File: src/design/screen_block_map.vh
`ifndef SCREEN_BLOCK_MAP_VH
`define SCREEN_BLOCK_MAP_VH

// ----------------------------------------------------------------
// Register offsets
// ----------------------------------------------------------------
`define ADDR_BLOCK3_BASE_LOW  16'h8011
`define ADDR_BLOCK3_BASE_HIGH 16'h8012
`define ADDR_BLOCK4_BASE_LOW  16'h8013
`define ADDR_BLOCK4_BASE_HIGH 16'h8014

// ----------------------------------------------------------------
// Reset values
// ----------------------------------------------------------------
`define RST_BASE_BYTE 8'h00
`define RST_BASE_WORD 16'h0000
`define RST_LINES     8'h00

`endif

File: src/design/base_pair.v
`timescale 1ns/10ps
`include "screen_block_map.vh"

// Byte-wise loaded start address: low byte is shadowed, high byte commits both.
module base_pair
(
    // Clock and reset
    input  wire        clock_in,
    input  wire        rst_in,
    input  wire        ce_in,
    // Byte writes
    input  wire        wr_low_in,
    input  wire        wr_high_in,
    input  wire [7:0]  wdata_in,
    // State
    output reg  [7:0]  low_shadow_out,
    output reg  [15:0] base_out
);

    always @(posedge clock_in)
    begin
        if (rst_in)
        begin
            low_shadow_out <= `RST_BASE_BYTE;
            base_out       <= `RST_BASE_WORD;
        end
        else if (ce_in)
        begin
            if (wr_low_in)
                low_shadow_out <= wdata_in;
            // Low byte from the shadow, so a lone low write never moves the address
            if (wr_high_in)
                base_out <= {wdata_in, low_shadow_out};
        end
    end

endmodule

File: src/design/screen_block_layer_setup.v
`timescale 1ns/10ps
`include "screen_block_map.vh"

module screen_block_layer_setup
#(
    parameter AW = 16
)
(
    // Clock, reset, enable
    input  wire          clock_in,
    input  wire          rst_in,
    input  wire          ce_in,
    // Host register port
    input  wire [AW-1:0] addr_in,
    input  wire          wr_in,
    input  wire          rd_in,
    input  wire [7:0]    wdata_in,
    output reg  [7:0]    rdata_out,
    // Other block sizes, as programmed (lines minus one)
    input  wire [7:0]    first_block_lines_in,
    input  wire [7:0]    second_block_lines_in,
    input  wire [7:0]    frame_lines_in,
    input  wire          dual_panel_in,
    // To display refresh
    output reg  [15:0]   third_block_base_out,
    output reg  [15:0]   fourth_block_base_out,
    output reg  [7:0]    third_block_lines_out,
    output reg  [7:0]    fourth_block_lines_out,
    output reg  [7:0]    first_blank_lines_out,
    output reg  [7:0]    second_blank_lines_out
);

    // ----------------------------------------------------------------
    // Address decode
    // ----------------------------------------------------------------
    function hit;
        input [AW-1:0] a;
        input [15:0]   target;
        begin
            hit = (a == target[AW-1:0]);
        end
    endfunction

    wire       wr_3l = wr_in & hit(addr_in, `ADDR_BLOCK3_BASE_LOW);
    wire       wr_3h = wr_in & hit(addr_in, `ADDR_BLOCK3_BASE_HIGH);
    wire       wr_4l = wr_in & hit(addr_in, `ADDR_BLOCK4_BASE_LOW);
    wire       wr_4h = wr_in & hit(addr_in, `ADDR_BLOCK4_BASE_HIGH);

    wire [7:0]  sh3;
    wire [7:0]  sh4;
    wire [15:0] base3;
    wire [15:0] base4;

    base_pair u_third
    (
        .clock_in       (clock_in),
        .rst_in         (rst_in),
        .ce_in          (ce_in),
        .wr_low_in      (wr_3l),
        .wr_high_in     (wr_3h),
        .wdata_in       (wdata_in),
        .low_shadow_out (sh3),
        .base_out       (base3)
    );

    base_pair u_fourth
    (
        .clock_in       (clock_in),
        .rst_in         (rst_in),
        .ce_in          (ce_in),
        .wr_low_in      (wr_4l),
        .wr_high_in     (wr_4h),
        .wdata_in       (wdata_in),
        .low_shadow_out (sh4),
        .base_out       (base4)
    );

    // ----------------------------------------------------------------
    // Derived line counts and dual-panel blanking
    // ----------------------------------------------------------------
    reg  [7:0] lines3_d;
    reg  [7:0] half_d;
    reg  [7:0] blank1_d;
    reg  [7:0] blank2_d;
    reg  [8:0] frame_p1;
    reg  [7:0] rdata_d;

    // Distance between a programmed size and the half-frame size
    function [7:0] gap;
        input [7:0] size;
        input [7:0] half;
        begin
            // Taken as absolute, so a short block is blanked as well as a long one
            if (size > half)
                gap = size - half;
            else
                gap = half - size;
        end
    endfunction

    always @*
    begin
        lines3_d = (first_block_lines_in < second_block_lines_in) ?
                   first_block_lines_in : second_block_lines_in;
    end

    // ----------------------------------------------------------------
    // Dual-panel blanking
    // ----------------------------------------------------------------
    always @*
    begin
        // Half of (frame lines + 1), in the same minus-one encoding
        frame_p1 = {1'b0, frame_lines_in} + 9'h001;
        half_d   = frame_p1[8:1] - 8'h01;
        blank1_d = 8'h00;
        blank2_d = 8'h00;
        if (dual_panel_in)
        begin
            blank1_d = gap(first_block_lines_in, half_d);
            blank2_d = gap(second_block_lines_in, half_d);
        end
    end

    // ----------------------------------------------------------------
    // Read-back select
    // ----------------------------------------------------------------
    // Low bytes read back the shadow, high bytes the committed value
    always @*
    begin
        rdata_d = 8'h00;
        if (hit(addr_in, `ADDR_BLOCK3_BASE_LOW))
            rdata_d = sh3;
        else if (hit(addr_in, `ADDR_BLOCK3_BASE_HIGH))
            rdata_d = base3[15:8];
        else if (hit(addr_in, `ADDR_BLOCK4_BASE_LOW))
            rdata_d = sh4;
        else if (hit(addr_in, `ADDR_BLOCK4_BASE_HIGH))
            rdata_d = base4[15:8];
    end

    // ----------------------------------------------------------------
    // Committed start addresses
    // ----------------------------------------------------------------
    always @(posedge clock_in)
    begin
        if (rst_in)
        begin
            third_block_base_out  <= `RST_BASE_WORD;
            fourth_block_base_out <= `RST_BASE_WORD;
        end
        else if (ce_in)
        begin
            third_block_base_out  <= base3;
            fourth_block_base_out <= base4;
        end
    end

    // ----------------------------------------------------------------
    // Derived line counts
    // ----------------------------------------------------------------
    always @(posedge clock_in)
    begin
        if (rst_in)
        begin
            third_block_lines_out  <= `RST_LINES;
            fourth_block_lines_out <= `RST_LINES;
        end
        else if (ce_in)
        begin
            third_block_lines_out  <= lines3_d;
            // Block four runs to the end of the frame, so it follows frame lines
            fourth_block_lines_out <= frame_lines_in;
        end
    end

    // ----------------------------------------------------------------
    // Blanking outputs
    // ----------------------------------------------------------------
    always @(posedge clock_in)
    begin
        if (rst_in)
        begin
            first_blank_lines_out  <= `RST_LINES;
            second_blank_lines_out <= `RST_LINES;
        end
        else if (ce_in)
        begin
            first_blank_lines_out  <= blank1_d;
            second_blank_lines_out <= blank2_d;
        end
    end

    // ----------------------------------------------------------------
    // Read data
    // ----------------------------------------------------------------
    // Read data holds between reads, so a slow host may take it late
    always @(posedge clock_in)
    begin
        if (rst_in)
            rdata_out <= `RST_BASE_BYTE;
        else if (ce_in && rd_in)
            rdata_out <= rdata_d;
    end

endmodule

File: config.mk
export PLATFORM = sky130hd
export DESIGN_NAME = screen_block_layer_setup
export DESIGN_NICKNAME = d
export VERILOG_FILES = /design/src/design/base_pair.v /design/src/design/screen_block_layer_setup.v
export VERILOG_INCLUDE_DIRS = /design/src /design/src/design
export SDC_FILE = /design/constraint.sdc
export NUM_CORES = 1
export LEC_CHECK = 0
export BUFFER_PORTS_ARGS = -buffer_cell sky130_fd_sc_hd__buf_2
export CAP_MARGIN = 10
export CORE_ASPECT_RATIO = 1.25
export CORE_MARGIN = 8
export CORE_UTILIZATION = 45
export CTS_BUF_LIST = sky130_fd_sc_hd__clkbuf_4
export CTS_CLUSTER_SIZE = 12
export DETAILED_ROUTE_END_ITERATION = 10
export GPL_TIMING_DRIVEN = 0
export HOLD_SLACK_MARGIN = 0.06
export PLACE_DENSITY = 0.65
export SLEW_MARGIN = 20
export SYNTH_ARGS = -nofsm -noshare
export SYNTH_HDL_FRONTEND = slang
export SYNTH_SLANG_ARGS = --single-unit
File: constraint.sdc
create_clock -name clock_in -period 5.14 [get_ports clock_in]
set_input_delay 1.542 -clock clock_in [delete_from_list [all_inputs] [get_ports clock_in]]
set_output_delay 1.542 -clock clock_in [all_outputs]
set_load 0.005 [all_outputs]
==> impl_metrics.tcl, run 1 <==
set metrics [dict create \
    cts_tree "done" \
    min-delay-path-class "flop to flop" \
    insertion_delay_ps 560 \
    intPower_mw 1.38 \
    vias_per_cell 5.40 \
    drive_above_1_share_pct 23.9 \
    die_h_um 148 \
    max_freq_ghz 0.212 \
    utilization_pct 54.0 \
    die_x_um 122 \
    finalHoldViolations 0 \
    power.density_nw_per_um2 279 \
    num_vias 5648 \
    critPathArrivalTime_ps 5180 \
    worstSetupPathType "primary input to flop" \
    gp_congestion 0.908 \
    ys_ff_latch 120 \
    grt-ovfl-total 0 \
    status "finished clean" \
    finalPower_mw 2.06 \
    final_cell_mix "buf_2, dfxtp_1, nor2_1" \
    antenna_found_initial 0 \
    p_switching_mw 0.683 \
    cts-root-buf "clkbuf_4" \
    crit_fanout 10 \
    die_area_um2 18000 \
    end_kind "flop" \
    grt_pass1_vias 5844 \
    fin_nets 955 \
    cts_setup_buffers 0 \
    dpl_cell_area_um2 7120 \
    p_leak_nw 3.32 \
    area_growth_syn_to_layout_pct 17.7 \
    clk_pin_slew_worst_paths_ps 130 \
    ios 126 \
    cts_resized 0 \
    first_iter_violations 384 \
    grt_max_degree 17 \
    detail_route.wl_per_cell_um 18.0 \
    synth-async-reset-ratio_pct 0 \
    vdd_drop_max_mv 0.175 \
    clockBufferDepth 2 \
    pwr-share-clk_pct 32.0 \
    synth_nets 811 \
    cts-htree-levels 4 \
    tns_ps 0 \
    cts_made_buffers 17 \
    crit_required_ps 5590 \
    slew_viol_final 0 \
    period_needed_ps 4730 \
    numClockSinks 120 \
    relSlewSlack_pct 48.7 \
    coreArea_um2 13700 \
    syn_inst 714 \
    hold_buffers 0 \
    hold-worst-slack_ps 469 \
    power_switching_share_pct 33.2 \
    max_cap_violations 0 \
    synth_warnings 0 \
    num_rows 48 \
    portBuffers 125 \
    gr-usage-all-layers_pct 21.2 \
    tightest_slew_ps 769 \
    crit_path_start_kind "primary input" \
    synth_edf_count 0 \
    synth_area_per_cell_um2 8.79 \
    final_cell_area_um2 7390 \
    pwr-share-comb_pct 21.3 \
    drtAntennaViolNets 0 \
    synthFlopType "dfxtp_1" \
    num_antenna_cells 0 \
    drc 0 \
    drt_wl_total_um 18800 \
    finalCritPeriodShare_pct 92.0 \
    dpl.hpwl_um 14900 \
    p_seq_share_pct 46.7 \
    grt_pass1_wl_um 29700 \
    synth_cell_type_count 57 \
    layout_commonest_cell "buf_2" \
    ys_seq_area_share_pct 38.3 \
    fin_skew_ps 16.1 \
    setup_viol 0 \
    start_util_pct 45.8 \
    first_pass_iters 7 \
    rsz0062_at_grt "no" \
    syn_area_um2 6270 \
]
-- sequential cells by signal (all words and copies together), names as in the netlist --
name,count
fourth_block_base_out,16
third_block_base_out,16
u_fourth.base_out,16
u_third.base_out,16
first_blank_lines_out,8
fourth_block_lines_out,8
rdata_out,8
second_blank_lines_out,8
third_block_lines_out,8
u_fourth.low_shadow_out,8
u_third.low_shadow_out,8
-- cell usage after synthesis, drive strengths merged, types with 5 or more instances --
master / number / area share [%]
dfxtp: 120 / 38
nand2: 96 / 6.2
nor2: 91 / 5.6
mux2i: 69 / 11
a21oi: 52 / 4.7
ha: 39 / 7.8
inv: 31 / 1.9
o21ai: 26 / 2.1
clkbuf: 23 / 1.4
nand3: 21 / 1.7
buf: 16 / 1.6
a21o: 15 / 1.8
xnor2: 9 / 1.3
a222oi: 8 / 1.3
o221a: 8 / 1.4
nor2b: 7 / 0.70
nand2b: 6 / 0.60
o221ai: 6 / 0.84
xor2: 6 / 0.84
nand3b: 5 / 0.60
nand4: 5 / 0.50
-- final timing paths --
path,from,endpoint,slack [ps],cells after the start
hold / removal,u_third.base_out[2]$_SDFFE_PP0P_,u_third.base_out[2]$_SDFFE_PP0P_,470,2
setup reg to reg,u_third.base_out[10]$_SDFFE_PP0P_,rdata_out[2]$_SDFFE_PP0P_,3940,3
hold reg to reg,u_third.base_out[2]$_SDFFE_PP0P_,u_third.base_out[2]$_SDFFE_PP0P_,470,2
setup / recovery,frame_lines_in[0],second_blank_lines_out[7]$_SDFFE_PP0P_,410,17
-- power by group through the flow --
stage	logic, mW	registers [mW]	clock network (mW)
finish	0.438	0.961	0.660
global route	0.484	0.964	0.719
CTS	0.437	0.961	0.677
detailed placement	0.435	0.982	0
global placement	0.427	0.981	0
floorplan	0.285	0.984	0
-- cell families after synthesis --
family | synth area share [%]
and+or+nand+nor | 18.5
AOI/OAI and AO/OA | 16.2
DFF | 38.3
buffers and inverters | 4.91
muxes | 11.0
adders and majority gates | 9.05
xor gates and xnor gates | 2.09
-- cell type report --
cell class | count | area [um2]
Tap cell | 175 | 219
Clock inverter | 15 | 141
Timing Repair Buffer | 125 | 626
Multi-Input combinational cell | 523 | 3560
Inverter | 32 | 120
Fill cell | 1345 | 6300
Buffer | 39 | 188
Clock buffer | 17 | 128
Sequential cell | 120 | 2400
-- worst max-delay path: stages --
cell and delay (ps):
buf_2 120, ha_1 370, inv_1 200, ha_1 220
nand3_1 160, nor4_1 300, a31oi_1 130, xnor2_1 340
ha_1 350, o21ai_0 170, o21bai_1 80, o22a_1 170
buf_4 180, mux2i_1 130, a221oi_1 370, nor4_1 90
a211o_1 240
-- per-stage QoR --
step | setup slack, ps | std cells
final | 412 | 1046
after floorplan | 624 | 714
after global placement | -28.8 | 1014
after detailed placement | -146 | 1014
after CTS | 468 | 1046
after global routing | 136 | 1046
-- metal layers --
layer  up-vias  wire length [um]  GRT usage [%]
met5         -                 0              0
met3        37              1010           5.46
met1      2656              7450           22.5
met4         0               514           9.46
met2       169              9820           38.4
li1       2786                 -              -
Power figures use the tool's default switching activity.
==> run 2, diff against run 1 <==
CELL_PAD_IN_SITES_DETAIL_PLACEMENT = 0   (was unset)
CELL_PAD_IN_SITES_GLOBAL_PLACEMENT = 1   (was unset)
CORE_UTILIZATION = 43   (was 45)
PLACE_DENSITY = 0.81   (was 0.65)
RECOVER_POWER = 50   (was unset)
==> run 2 against run 1 <==
  * Critical path depth is the same
  * Non-clock buffer count is the same
  * Setup slack lost 31 ps
  * Largest cell class unchanged
  * Largest power group unchanged
==> impl_metrics.tcl, run 2 (same netlist as run 1, synthesis figures left out) <==
set metrics [dict create \
    cts_setup_buffers 0 \
    first_pass_iters 6 \
    whs_path_depth 2 \
    rr_startpoint "u_third.base_out[12]$_SDFFE_PP0P_" \
    setup_viol 0 \
    grt_max_degree 17 \
    status "finished clean" \
    drc 0 \
    multiInputGateArea_um2 3560 \
    p_leak_nw 3.09 \
    finalCritPeriodShare_pct 92.6 \
    top_layer "met4" \
    drtAntennaViolNets 0 \
    slowest_stage "xnor2_1" \
    die_x_um 124 \
    vias_per_cell 5.39 \
    seq_area_um2 2400 \
    hold_buffers 0 \
    layout_commonest_cell "dfxtp_1" \
    die_area_um2 18700 \
    dpl.hpwl_um 15700 \
    rsz0062_at_grt "no" \
    vdd_drop_max_mv 0.171 \
    met2_length_um 10500 \
    num_vias 5652 \
    utilization_pct 51.2 \
    relSlewSlack_pct 41.5 \
    max_freq_ghz 0.210 \
    min_to "u_fourth.base_out[4]$_SDFFE_PP0P_" \
    tightest_slew_ps 878 \
    filler_cell_count 1477 \
    coreArea_um2 14300 \
    crit_required_ps 5570 \
    path_common_cell "ha_1" \
    grt_pass1_wl_um 30700 \
    grt-ovfl-total 0 \
    cts_made_buffers 17 \
    final_cell_mix "dfxtp_1, nor2_1, nand2_1" \
    critPathArrivalTime_ps 5190 \
    ios 126 \
    met1_length_um 7630 \
    num_rows 49 \
    power.density_nw_per_um2 288 \
    worstPathCellList "buf_2 > ha_1 > inv_1 > ha_1 > nand3_1 > nor4_1 > a31oi_1 > xnor2_1 > ha_1 > o21ai_0 > o21bai_1 > o22a_1 > buf_4 > mux2i_1 > a221oi_1 > nor4_1 > a211o_1" \
    worstHoldStart "u_fourth.base_out[4]$_SDFFE_PP0P_" \
    slowest_delay_ps 390 \
    fin_ws_ps 381 \
    drt_wl_total_um 19600 \
    antenna_found_initial 1 \
    cts-htree-levels 4 \
    die_h_um 151 \
    max_cap_violations 0 \
    worstSetupPathType "primary input to flop" \
    grt_pass1_vias 5909 \
    slew_viol_final 0 \
    portBuffers 125 \
    numClockSinks 120 \
    insertion_delay_ps 540 \
    hold-worst-slack_ps 462 \
    finalHoldViolations 0 \
    clockBufferDepth 2 \
    area_growth_syn_to_layout_pct 17.0 \
    cts_tree "done" \
    reg2reg_slack_ps 3910 \
    gp_congestion 0.952 \
    dp_slack_ps -151 \
    start_util_pct 43.7 \
    fin_skew_ps 15.4 \
    cts_resized 0 \
    crit_path_start_kind "primary input" \
    clk_pin_slew_worst_paths_ps 110 \
    crit_fanout 10 \
    rr_endpoint "rdata_out[4]$_SDFFE_PP0P_" \
    reg2reg_depth 3 \
    period_needed_ps 4760 \
    drive_above_1_share_pct 16.9 \
    cts-root-buf "clkbuf_4" \
    detail_route.wl_per_cell_um 18.7 \
    fin_nets 955 \
    min-delay-path-class "flop to flop" \
    gr-usage-all-layers_pct 21.6 \
    wl_met3_um 936 \
    first_iter_violations 349 \
    end_kind "flop" \
]
==> run 2: cell count changes in the layout (fill, tap and decap cells not counted), moves of 2 or more <==
| cell | change |
|---|---|
| inv_6 | -5 |
| bufinv_16 | +2 |
| clkinvlp_4 | -2 |
| buf_2 | -59 |
| clkbuf_1 | +59 |
| clkinv_2 | +2 |
==> run 2: per-stage QoR <==
| stage | instance area, um2 | TNS, ps | cells | power (mW) |
|---|---|---|---|---|
| floorplan | 6270 | 0 | 714 | 1.27 |
| global placement | 7120 | -115 | 1017 | 1.42 |
| detailed placement | 7120 | -158 | 1017 | 1.42 |
| CTS | 7410 | 0 | 1048 | 2.14 |
| global route | 7340 | 0 | 1049 | 2.22 |
| finish | 7340 | 0 | 1049 | 2.11 |
==> run 2: area by class of cell <==
cell class / instances / share of cell area [%]
inverters: 32 / 1.64
diodes: 1 / 0.0341
repair buffers: 125 / 7.57
clock inverters: 13 / 2.10
multi-input cells: 523 / 48.6
well taps: 178 / 3.03
clock buffers: 18 / 1.84
flip-flops and latches: 120 / 32.7
plain buffers: 39 / 2.51
==> run 2: per-layer routing <==
metal  GRT usage (%)  vias up
met1            22.4     2696
li1                -     2786
met5               0        -
met3            4.59       40
met4            9.96        0
met2            40.0      130
==> run 2: worst max-delay path, delay by kind of cell <==
kind	cells	cell delay, ps
compound gates	6	1120
xor+xnor	1	390
fa+ha+maj	3	970
buf+inv	3	530
mux	1	130
simple gates	3	500
==> run 2: worst max-delay path by stage <==
stage                            from                                      to  slack (ps)  cells after the start
floorplan           frame_lines_in[0]  second_blank_lines_out[7]$_SDFFE_PP0P_         620                     17
global placement    frame_lines_in[0]  second_blank_lines_out[7]$_SDFFE_PP0P_        -110                     17
detailed placement  frame_lines_in[0]  second_blank_lines_out[7]$_SDFFE_PP0P_        -150                     17
CTS                 frame_lines_in[0]  second_blank_lines_out[7]$_SDFFE_PP0P_         460                     17
global route        frame_lines_in[0]  second_blank_lines_out[7]$_SDFFE_PP0P_         120                     17
finish              frame_lines_in[0]  second_blank_lines_out[7]$_SDFFE_PP0P_         380                     17
==> run 2: where the power goes <==
part / switching (mW) / internal, mW
clock: 0.377 / 0.336
combinational: 0.264 / 0.173
sequential: 0.0109 / 0.950
